--- config.mk ---
export PLATFORM = sky130hd
export DESIGN_NAME = sdc_decim_ctrl
export DESIGN_NICKNAME = d
export VERILOG_FILES = /design/src/hdl/sdc_pkg.sv /design/src/hdl/sdc_decim_ctrl.sv
export VERILOG_INCLUDE_DIRS = /design/src /design/src/hdl
export SDC_FILE = /design/constraint.sdc
export NUM_CORES = 1
export LEC_CHECK = 0
export ABC_AREA = 1
export BUFFER_PORTS_ARGS = -buffer_cell sky130_fd_sc_hd__buf_2
export CAP_MARGIN = 30
export CORE_ASPECT_RATIO = 1.5
export CORE_MARGIN = 2
export CORE_UTILIZATION = 60
export DETAILED_ROUTE_END_ITERATION = 7
export PLACE_DENSITY = 0.75
export SLEW_MARGIN = 20
export SYNTH_ARGS = -nofsm -noshare
export SYNTH_HDL_FRONTEND = slang
export SYNTH_SLANG_ARGS = --single-unit
--- constraint.sdc ---
create_clock -name core_clk -period 33.7 [get_ports core_clk]
set_input_delay 10.11 -clock core_clk [delete_from_list [all_inputs] [get_ports core_clk]]
set_output_delay 10.11 -clock core_clk [all_outputs]
set_load 0.02 [all_outputs]
--- src/hdl/sdc_cfg.svh ---
// Constants for the sigma-delta decimation control block.
// Assumes a 32-bit Avalon-MM slave with word addresses in bytes.
`ifndef SDC_CFG_SVH
`define SDC_CFG_SVH

// ============================================================
// Register offsets (byte addresses)
`define SDC_ADDR_W        4
`define SDC_OFF_CTRL      4'h0
`define SDC_OFF_STATUS    4'h4
`define SDC_OFF_RESULT    4'h8

// ============================================================
// Control register field positions
`define SDC_C_START       0
`define SDC_C_SINGLE      1
`define SDC_C_GROUP       2
`define SDC_C_UNI         3
`define SDC_C_DF          4
`define SDC_C_LOW_WORD_ACCESS_ALIAS      5
`define SDC_C_LSBTOG      6
`define SDC_C_OSR_LO      7
`define SDC_C_XOSR        9
`define SDC_C_DLY_LO      10
`define SDC_C_SRC         12
`define SDC_C_DIV_LO      13

// Status register field positions
`define SDC_S_FLAG        0
`define SDC_S_RUN         1

// ============================================================
// Reset values: ratio 256, no delay override, core clock, /1
`define SDC_RST_OSR       2'h0
`define SDC_RST_DLY       2'h0
`define SDC_RST_DIV       2'h0

// Filter and conversion counts
`define SDC_ACC_W         32
`define SDC_OSR_LOG_W     4
`define SDC_CNT_SAT       3'h4
`define SDC_DIV_W         3

`endif

--- src/hdl/sdc_pkg.sv ---
// Types for the sigma-delta decimation control block.
// Assumes sdc_cfg.svh supplies the numeric constants.
package sdc_pkg;

  // ==========================================================
  // Channel activity
  typedef enum logic {SDC_IDLE, SDC_RUN} sdc_state_t;

  // Data format of the result view
  typedef enum logic [1:0] {SDC_FMT_OFFSET, SDC_FMT_TWOS, SDC_FMT_UNI}
    sdc_fmt_t;

endpackage

--- src/hdl/sdc_decim_ctrl.sv ---
// One converter channel back end: sinc3 decimator, result register with
// word views and formats, result-ready flag, single/continuous control.
// Assumes a 1-bit modulator stream and optional external fM tick on pins,
// and neighbouring channels wired through the group ports.
//
// Local design decisions: the Avalon-MM interface to the registers and the address map.
`include "sdc_cfg.svh"
`timescale 1ns/1ps
`default_nettype none

module sdc_decim_ctrl
  import sdc_pkg::*;
(
  input  wire logic                   core_clk,
  input  wire logic                   sys_rst,
  input  wire logic                   clk_en,
  // Avalon-MM slave
  input  wire logic [`SDC_ADDR_W-1:0] avs_address,
  input  wire logic                   avs_read,
  input  wire logic                   avs_write,
  input  wire logic [3:0]             avs_byteenable,
  input  wire logic [31:0]            avs_writedata,
  output logic      [31:0]            avs_readdata,
  output logic                        avs_waitrequest,
  // Modulator side pins
  input  wire logic                   mod_bit,
  input  wire logic                   ext_fm_tick,
  // Group chaining with neighbouring channels
  input  wire logic                   prev_group_with_next,
  input  wire logic                   master_start_in,
  output logic                        group_with_next_out,
  output logic                        start_conversion_out,
  // Status pins
  output logic                        result_ready_flag,
  output logic                        channel_powered_down
);

  // ==========================================================
  // Functions
  // log2 of the ratio: 256,128,64,32 then 512,1024 when extended
  function automatic logic [`SDC_OSR_LOG_W-1:0] osr_log(
    input logic [1:0] sel,
    input logic       ext
  );
    logic [`SDC_OSR_LOG_W-1:0] r;
    r = 4'h8 - {2'b00, sel};
    if (ext)
    begin
      r = sel[0] ? 4'ha : 4'h9;
    end
    return r;
  endfunction

  // Sign-extension-free modulo add used by all filter stages
  function automatic logic [`SDC_ACC_W-1:0] acc_add(
    input logic [`SDC_ACC_W-1:0] a,
    input logic [`SDC_ACC_W-1:0] b
  );
    return a + b;
  endfunction

  // ==========================================================
  // Pin synchronisers; only stage two and three are read
  logic [1:0] bit_sync_q;
  logic [2:0] tick_sync_q;

  always_ff @(posedge core_clk or posedge sys_rst)
  begin
    if (sys_rst)
    begin
      bit_sync_q  <= 2'b00;
      tick_sync_q <= 3'b000;
    end
    else if (clk_en)
    begin
      bit_sync_q  <= {bit_sync_q[0], mod_bit};
      tick_sync_q <= {tick_sync_q[1:0], ext_fm_tick};
    end
  end

  // ==========================================================
  // Control register state
  logic       start_q;
  logic       single_q;
  logic       group_q;
  logic       uni_q;
  logic       df_q;
  logic       low_word_access_alias_q;
  logic       lsbtog_q;
  logic [1:0] osr_q;
  logic       xosr_q;
  logic [1:0] dly_q;
  logic       src_q;
  logic [1:0] div_q;
  logic       flag_q;
  logic       rd_done_q;
  logic       master_q;
  sdc_state_t state_q;

  // ==========================================================
  // Bus decode; reads take one wait cycle so data comes from flops
  wire        sel_ctrl   = avs_address == `SDC_OFF_CTRL;
  wire        sel_status = avs_address == `SDC_OFF_STATUS;
  wire        sel_result = avs_address == `SDC_OFF_RESULT;
  wire        wr_ctrl    = avs_write & sel_ctrl & avs_byteenable[0];
  wire        wr_ctrl_hi = avs_write & sel_ctrl & avs_byteenable[1];
  wire        wr_status  = avs_write & sel_status & avs_byteenable[0];
  wire        rd_accept  = avs_read & rd_done_q;
  wire        rd_result  = rd_accept & sel_result;
  assign avs_waitrequest = avs_read & ~rd_done_q;

  // ==========================================================
  // Mode and grouping
  wire grouped   = group_q | prev_group_with_next;
  wire is_master = ~group_q & prev_group_with_next;
  wire follower  = group_q;
  wire master_rise = master_start_in & ~master_q;
  wire master_fall = ~master_start_in & master_q;
  assign group_with_next_out  = group_q;
  assign start_conversion_out = start_q;

  // ==========================================================
  // Modulator clock: source then power-of-two divider
  logic [`SDC_DIV_W-1:0] div_cnt_q;
  wire src_tick  = src_q ? (tick_sync_q[1] & ~tick_sync_q[2]) : 1'b1;
  wire [`SDC_DIV_W-1:0] div_top = `SDC_DIV_W'((1 << div_q) - 1);
  wire fm_tick   = src_tick & (div_cnt_q == div_top);
  wire running   = state_q == SDC_RUN;

  // ==========================================================
  // Sinc3: integrators at fM, differentiators at decimation
  logic [`SDC_ACC_W-1:0] i1_q;
  logic [`SDC_ACC_W-1:0] i2_q;
  logic [`SDC_ACC_W-1:0] i3_q;
  logic [`SDC_ACC_W-1:0] d1_q;
  logic [`SDC_ACC_W-1:0] d2_q;
  logic [`SDC_ACC_W-1:0] d3_q;
  logic [10:0]           phase_q;
  logic [2:0]            conv_cnt_q;
  logic [15:0]           result_hi_q;
  logic [15:0]           result_lo_q;

  wire [`SDC_OSR_LOG_W-1:0] nlog = osr_log(osr_q, xosr_q);
  wire [4:0]  out_bits = 5'(3 * nlog);
  wire [10:0] phase_top = 11'((1 << nlog) - 1);
  wire        decim = running & fm_tick & (phase_q == phase_top);

  wire [`SDC_ACC_W-1:0] i1_d = acc_add(i1_q, {31'h0, bit_sync_q[1]});
  wire [`SDC_ACC_W-1:0] i2_d = acc_add(i2_q, i1_d);
  wire [`SDC_ACC_W-1:0] i3_d = acc_add(i3_q, i2_d);
  wire [`SDC_ACC_W-1:0] c1   = acc_add(i3_d, ~d1_q + 32'h1);
  wire [`SDC_ACC_W-1:0] c2   = acc_add(c1, ~d2_q + 32'h1);
  wire [`SDC_ACC_W-1:0] c3   = acc_add(c2, ~d3_q + 32'h1);

  // Full scale equals ratio cubed; clamp it to the all-ones code
  wire [`SDC_ACC_W-1:0] full  = `SDC_ACC_W'(1) << out_bits;
  wire [`SDC_ACC_W-1:0] raw   = (c3 >= full) ? full - 32'h1 : c3;
  wire [`SDC_ACC_W-1:0] half  = full >> 1;

  // ==========================================================
  // Format and 16-bit windows
  sdc_fmt_t fmt;
  assign fmt = uni_q ? SDC_FMT_UNI : (df_q ? SDC_FMT_TWOS : SDC_FMT_OFFSET);
  wire [`SDC_ACC_W-1:0] uni_v = (raw < half) ? 32'h0
                                : ((raw - half) << 1);
  wire [`SDC_ACC_W-1:0] fval  = (fmt == SDC_FMT_UNI)  ? uni_v :
                                (fmt == SDC_FMT_TWOS) ? (raw ^ half) :
                                raw;
  // Left-justify so the 15-bit output at ratio 32 gets a zero LSB
  wire [`SDC_ACC_W-1:0] fjust = fval << (6'd32 - {1'b0, out_bits});

  // ==========================================================
  // Conversion bookkeeping and notification
  wire [2:0] notify_at = 3'h4 - {1'b0, dly_q};
  wire       cnt_next_ok = (conv_cnt_q + 3'h1) >= notify_at;
  wire       notify  = decim & cnt_next_ok;
  // Start bit: software, group master and single-shot completion
  logic start_d;
  always_comb
  begin
    start_d = start_q;
    // A group master ends its own single shot like a lone channel
    if (notify & single_q & (~grouped | is_master))
      start_d = 1'b0;
    if (follower & master_rise)
      start_d = 1'b1;
    if (follower & master_fall)
      start_d = 1'b0;
    if (follower & notify & single_q)
      start_d = 1'b0;
    if (wr_ctrl)
      start_d = avs_writedata[`SDC_C_START];
  end

  // Start bit, channel state and master edge tracking
  always_ff @(posedge core_clk or posedge sys_rst)
  begin
    if (sys_rst)
    begin
      start_q  <= 1'b0;
      master_q <= 1'b0;
      state_q  <= SDC_IDLE;
    end
    else if (clk_en)
    begin
      start_q  <= start_d;
      master_q <= master_start_in;
      state_q  <= start_d ? SDC_RUN : SDC_IDLE;
    end
  end

  // Filter halts at once when the start bit drops
  always_ff @(posedge core_clk or posedge sys_rst)
  begin
    if (sys_rst)
    begin
      i1_q <= '0;
      i2_q <= '0;
      i3_q <= '0;
      d1_q <= '0;
      d2_q <= '0;
      d3_q <= '0;
      phase_q    <= 11'h0;
      div_cnt_q  <= '0;
      conv_cnt_q <= 3'h0;
    end
    else if (clk_en)
    begin
      if (!running || !start_q)
      begin
        i1_q <= '0;
        i2_q <= '0;
        i3_q <= '0;
        d1_q <= '0;
        d2_q <= '0;
        d3_q <= '0;
        phase_q    <= 11'h0;
        div_cnt_q  <= '0;
        conv_cnt_q <= 3'h0;
      end
      else if (src_tick)
      begin
        div_cnt_q <= fm_tick ? '0 : div_cnt_q + 3'h1;
        if (fm_tick)
        begin
          i1_q    <= i1_d;
          i2_q    <= i2_d;
          i3_q    <= i3_d;
          phase_q <= decim ? 11'h0 : phase_q + 11'h1;
          if (decim)
          begin
            d1_q <= i3_d;
            d2_q <= c1;
            d3_q <= c2;
            if (conv_cnt_q != `SDC_CNT_SAT)
              conv_cnt_q <= conv_cnt_q + 3'h1;
          end
        end
      end
    end
  end

  // Result register loads at every decimation step
  always_ff @(posedge core_clk or posedge sys_rst)
  begin
    if (sys_rst)
    begin
      result_hi_q <= 16'h0000;
      result_lo_q <= 16'h0000;
    end
    else if (clk_en && decim)
    begin
      result_hi_q <= fjust[31:16];
      result_lo_q <= fval[15:0];
    end
  end

  // ==========================================================
  // Flag: set wins over read or software clear
  wire flag_clr = rd_result
                | (wr_status & avs_writedata[`SDC_S_FLAG]);
  wire flag_set = notify & start_q;

  // View toggles on each result read while the toggle bit is set; toggle bit alone changes nothing
  wire low_word_access_alias_d = (rd_result & lsbtog_q) ? ~low_word_access_alias_q : low_word_access_alias_q;

  // Configuration fields and flag
  always_ff @(posedge core_clk or posedge sys_rst)
  begin
    if (sys_rst)
    begin
      single_q <= 1'b0;
      group_q  <= 1'b0;
      uni_q    <= 1'b0;
      df_q     <= 1'b0;
      low_word_access_alias_q <= 1'b0;
      lsbtog_q <= 1'b0;
      osr_q    <= `SDC_RST_OSR;
      xosr_q   <= 1'b0;
      dly_q    <= `SDC_RST_DLY;
      src_q    <= 1'b0;
      div_q    <= `SDC_RST_DIV;
      flag_q   <= 1'b0;
    end
    else if (clk_en)
    begin
      flag_q   <= flag_set | (flag_q & ~flag_clr);
      low_word_access_alias_q <= low_word_access_alias_d;
      if (wr_ctrl)
      begin
        single_q <= avs_writedata[`SDC_C_SINGLE];
        group_q  <= avs_writedata[`SDC_C_GROUP];
        uni_q    <= avs_writedata[`SDC_C_UNI];
        df_q     <= avs_writedata[`SDC_C_DF];
        low_word_access_alias_q <= avs_writedata[`SDC_C_LOW_WORD_ACCESS_ALIAS];
        lsbtog_q <= avs_writedata[`SDC_C_LSBTOG];
        osr_q[0] <= avs_writedata[`SDC_C_OSR_LO];
      end
      if (wr_ctrl_hi)
      begin
        osr_q[1] <= avs_writedata[`SDC_C_OSR_LO+1];
        xosr_q   <= avs_writedata[`SDC_C_XOSR];
        dly_q    <= avs_writedata[`SDC_C_DLY_LO+1:`SDC_C_DLY_LO];
        src_q    <= avs_writedata[`SDC_C_SRC];
        div_q    <= avs_writedata[`SDC_C_DIV_LO+1:`SDC_C_DIV_LO];
      end
    end
  end

  // ==========================================================
  // Read mux; byte read of the low view shows only 8 bits
  wire        byte_only = avs_byteenable == 4'h1;
  wire [15:0] res_view  = low_word_access_alias_q ? result_lo_q : result_hi_q;
  wire [15:0] res_out   = (low_word_access_alias_q & byte_only)
                          ? {8'h00, result_lo_q[7:0]} : res_view;
  wire [31:0] ctrl_rd   = {17'h0, div_q, src_q, dly_q, xosr_q, osr_q,
                           lsbtog_q, low_word_access_alias_q, df_q, uni_q, group_q,
                           single_q, start_q};
  wire [31:0] rd_mux    = sel_ctrl   ? ctrl_rd :
                          sel_status ? {30'h0, running, flag_q} :
                          sel_result ? {16'h0, res_out} : 32'h0000_0000;

  // Read data captured during the wait cycle
  always_ff @(posedge core_clk or posedge sys_rst)
  begin
    if (sys_rst)
    begin
      rd_done_q    <= 1'b0;
      avs_readdata <= 32'h0000_0000;
    end
    else if (clk_en)
    begin
      rd_done_q    <= avs_read & ~rd_done_q;
      avs_readdata <= rd_mux;
    end
  end

  assign result_ready_flag    = flag_q;
  assign channel_powered_down = ~running;

endmodule

`default_nettype wire

[Word level (Yosys, flattened, before mapping)]
Index checks and enable logic that the tools add are counted.
Word-level totals
  bits in registers: 297
  output and inout port bits: 37
Cells by class
  add/subtract/negate cells: 19
  multipliers: 1
  $lt $le $gt $ge: 3
  equal/unequal tests: 8
  shift operators: 4
  mux-type cells: 55
  bitwise gates (word level): 44
  reduce and logical (&&, ||, !) cells: 17
Operators with widths (count)
  32-bit two-way mux: 25
  32-bit adder: 5
  32-bit by 1-bit adder with 32-bit output (second input constant): 3
  32-bit inverter: 3
  16-bit two-way mux: 5
  11-bit two-way mux: 4
  32-bit by 1-bit adder with 32-bit output: 1
  32-bit >= comparator: 1
  32-bit by 31-bit < comparator with 1-bit output: 1
  1-bit by 5-bit << shifter with 32-bit output (first input constant): 1
  32-bit by 6-bit << shifter with 32-bit output: 1
  32-bit by 1-bit subtractor with 32-bit output (second input constant): 1
  32-bit by 31-bit bitwise XOR with 32-bit output: 1
  31-bit subtractor: 1
  1-bit AND: 27
  3-bit two-way mux: 8
  11-bit by 1-bit adder with 11-bit output (second input constant): 1
  11-bit == test: 1
  1-bit by 4-bit << shifter with 11-bit output (first input constant): 1
  11-bit by 2-bit subtractor with 11-bit output (second input constant): 1
  1-bit two-way mux: 10
  2-bit nonzero test: 5
  1-bit inverter: 9
  2-bit AND reduction: 4
  other kinds (25): 31

[Depth between registers and ports, before layout]
  depth after elaboration: 15
  mapped depth: 104
  depth with buffers taken out: 100

[Least setup slack after synthesis]
No wires, ideal clock.
  path kind: input port to output port
  start: input port avs_read
  end: output port avs_waitrequest
  arrival: 10.450 ns
  required time: 23.590 ns
  path slack: 13.140 ns
  stages on the path: 2
  path buffers: 0
  path through: inv_1 > nor2_1
Between the ends
  longest elaborated chain between the ends: 1
RTL lines
  start, declared: line sdc_decim_ctrl.sv:19  | input wire logic avs_read,
  1-bit AND: line sdc_decim_ctrl.sv:110  | assign avs_waitrequest = avs_read & ~rd_done_q;
  end, declared: line sdc_decim_ctrl.sv:24  | output logic avs_waitrequest,
Every way passes these cells.

[Worst setup path in the final report]
Same ends and word-level chain as after synthesis.

==> results.toml <==
[detailed_routing]
vias = 23900
wl_per_cell_um = 17.4
route.detailed.drc = 0
via_per_inst = 5.74
finalWirelength_um = 72600
ant_nets = 0
drt_iter0_markers = 1468
dr.pass1.iters = 6

[die]
die_area_um2 = 44000
coreArea_um2 = 41900
ios = 86
die_h_um = 256
rows = 92
initial_core_util = 0.606
fp.dieW_um = 172

[grt]
grt_max_degree = 148
gr-total-overflow = 0
grt_pass1_wl_um = 117000
grt_usage = 0.329
antenna_found_initial = 1
grt_pass1_vias = 24100

[place]
io_buffers = 51
gp_congestion = 1.00
post-dp-hpwl_um = 55900
dp.cells = 4113

[setup_path]
path_class = "input pin to output port"
crit_arrival_ns = 10.51
worstPathRequired_ns = 23.59
crit_path_frequent_cell = "buf_2"
crit_fanout = 2
worstSetupStartpointType = "input pin"
endpoint_kind = "output port"
crit_slowest_cell = "buf_2"
max_stage_delay_ns = 0.18
path_cells = "buf_2 -> inv_1 -> nor2_1 -> buf_2"

[clock_network]
clock_latency_ns = 0.62
path_clk_slew_ns = 0.06
cts_setup_buffers = 0
cts_hold_buffers = 0
cts.sinks = 280
clk_path_buf_depth = 3
cts_htree_levels = 1
post_cts_resized = 0
cts-root-buf = "clkbuf_16"
numCtsBuffers = 31
cts_tree = "yes"

[logic_synthesis]
synth_seq_area_share = 0.276
synth-xor-area-share = 0.0810
synth_common_cells = "nand2_1, inv_1, nand3_1, dfrtp_1, a21oi_1"
synth_compound_area_frac = 0.173
synth.area.mux_share = 0.00286
synth.most_common_cell = "nand2_1"
synth_top_family_by_area = "simple AND/OR/NAND/NOR gates"
synth_area_per_cell_um2 = 7.10
ys_top_cells_by_area = "dfrtp_1, ha_1, nand2_1, inv_1, xor2_1"
yosysWarnings = 0
synth_cell_types = 67
synth-async-reset-ratio = 1.00
yosys.area.top_type_share = 0.276
synthCells = 3578
yosysTopAreaCell = "dfrtp_1"
ys.flop_type = "dfrtp_1"
netlist_area_um2 = 25400
synth_fa_ha_area_frac = 0.125
ys_ff_latch = 280
synth_edf_count = 0
yosys.area_share.simple = 0.249

[timing]
drv_slew = 0
fmax_ghz = 0.0485
slew_headroom = 0.372
finalCriticalPeriod_ns = 20.62
tns_ns = 0
final-hold-violation-count = 0
setup_violations = 0
grt_setup_unrepaired = "no"
max_slew.worst_pin.slew_ns = 0.942
finClkSkew_ns = 0.0356
period_share = 0.612
hold_slack_ns = 0.477

[final_layout]
n_antenna_cell = 0
area_growth_pct = 6.93
nets = 3882
layout-drive-gt1-share = 0.0635
fin_cells = 4173

[outcome]
status = "finished, final reports clean"

[job]
drv_cap = 0

[min_path]
min_path_type = "flip-flop to flip-flop"
[sequential cells by signal, summed over array words and instances, names as in the netlist, 2 cells and up]
register	cells
d3_q	32
d1_q	32
bit_sync_q	2
result_hi_q	16
i3_q	32
d2_q	32
i1_q	32
osr_q	2
i2_q	32
tick_sync_q	3
avs_readdata	16
dly_q	2
result_lo_q	16
div_q	2
phase_q	11
div_cnt_q	3
conv_cnt_q	3
[through the flow]
stage	setup WS (ns)	utilization	instance area, um2
after CTS	13.07	0.647	27100
after global routing	13.04	0.648	27200
after detailed placement	13.08	0.623	26100
final	13.08	0.648	27200
after floorplan	13.14	-	25500
after global placement	13.08	0.622	26100
[placed cells by master, fill, tap and decap left out, types with 16 or more instances in the layout]
cell	Yosys	routed
nand2_1	779	779
inv_1	466	464
nand3_1	285	285
dfrtp_1	280	279
a21oi_1	259	258
o21ai_0	249	249
ha_1	242	242
nor2_1	230	226
xor2_1	179	179
xnor2_1	56	56
buf_2	18	51
o22ai_1	49	49
nor3_1	44	44
o211ai_1	34	34
a31oi_1	31	31
clkbuf_16	0	31
a22o_1	28	28
buf_4	18	26
nand4_1	21	21
o21ai_1	21	21
nand3_2	19	19
conb_1	2	18
a21o_1	16	16
[path summary, 6_finish.rpt]
| check | start | to | slack (ns) | depth (start not counted) |
|---|---|---|---|---|
| max | avs_read | avs_waitrequest | 13.08 | 4 |
| min | avs_readdata[15]$_DFFE_PP0P_ | avs_readdata[15]$_DFFE_PP0P_ | 0.48 | 2 |
| max reg2reg | bit_sync_q[1]$_DFFE_PP0P_ | result_hi_q[6]$_DFFE_PP0P_ | 16.71 | 93 |
| min reg2reg | avs_readdata[15]$_DFFE_PP0P_ | avs_readdata[15]$_DFFE_PP0P_ | 0.48 | 2 |
| max in group asynchronous | sys_rst | i2_q[29]$_DFFE_PP0P_ | 22.95 | 3 |
| min in group asynchronous | sys_rst | phase_q[3]$_DFFE_PP0P_ | 9.52 | 2 |
[logic make-up (layout without fill, tap and decap cells)]
kind of cell,Yosys count,in the layout
AND/OR/NAND/NOR,1445,1445
other,2,18
buffers and inverters,598,613
AO/OA/AOI/OAI,762,762
multiplexers,7,7
XOR/XNOR,235,235
flip-flops,280,280
adder cells (fa/ha/maj),249,249
[critical path, delay by kind of cell]
kind | cells | cell delay (ns)
buffers and inverters | 3 | 0.29
and+or+nand+nor | 1 | 0.11
[layer usage]
| metal | vias to the layer above | track usage | wire [um] |
|---|---|---|---|
| met4 | 2 | 0.229 | 5810 |
| met1 | 11200 | 0.330 | 25900 |
| met5 | - | 0 | 18 |
| met3 | 242 | 0.0476 | 3040 |
| met2 | 614 | 0.611 | 37800 |
| li1 | 11900 | - | - |
[final cells by class]
type,instances,area (um2)
multi-input combinational,2716,16100
clock inverter,16,128
timing repair buffer,81,528
tap,564,706
sequential,280,7010
fill,3829,14700
inverter,474,1790
clock buffer,42,897
Power is left out: the tool's default activity adds up to more than one toggle a clock period on the data nets, which glitch-free logic cannot reach.
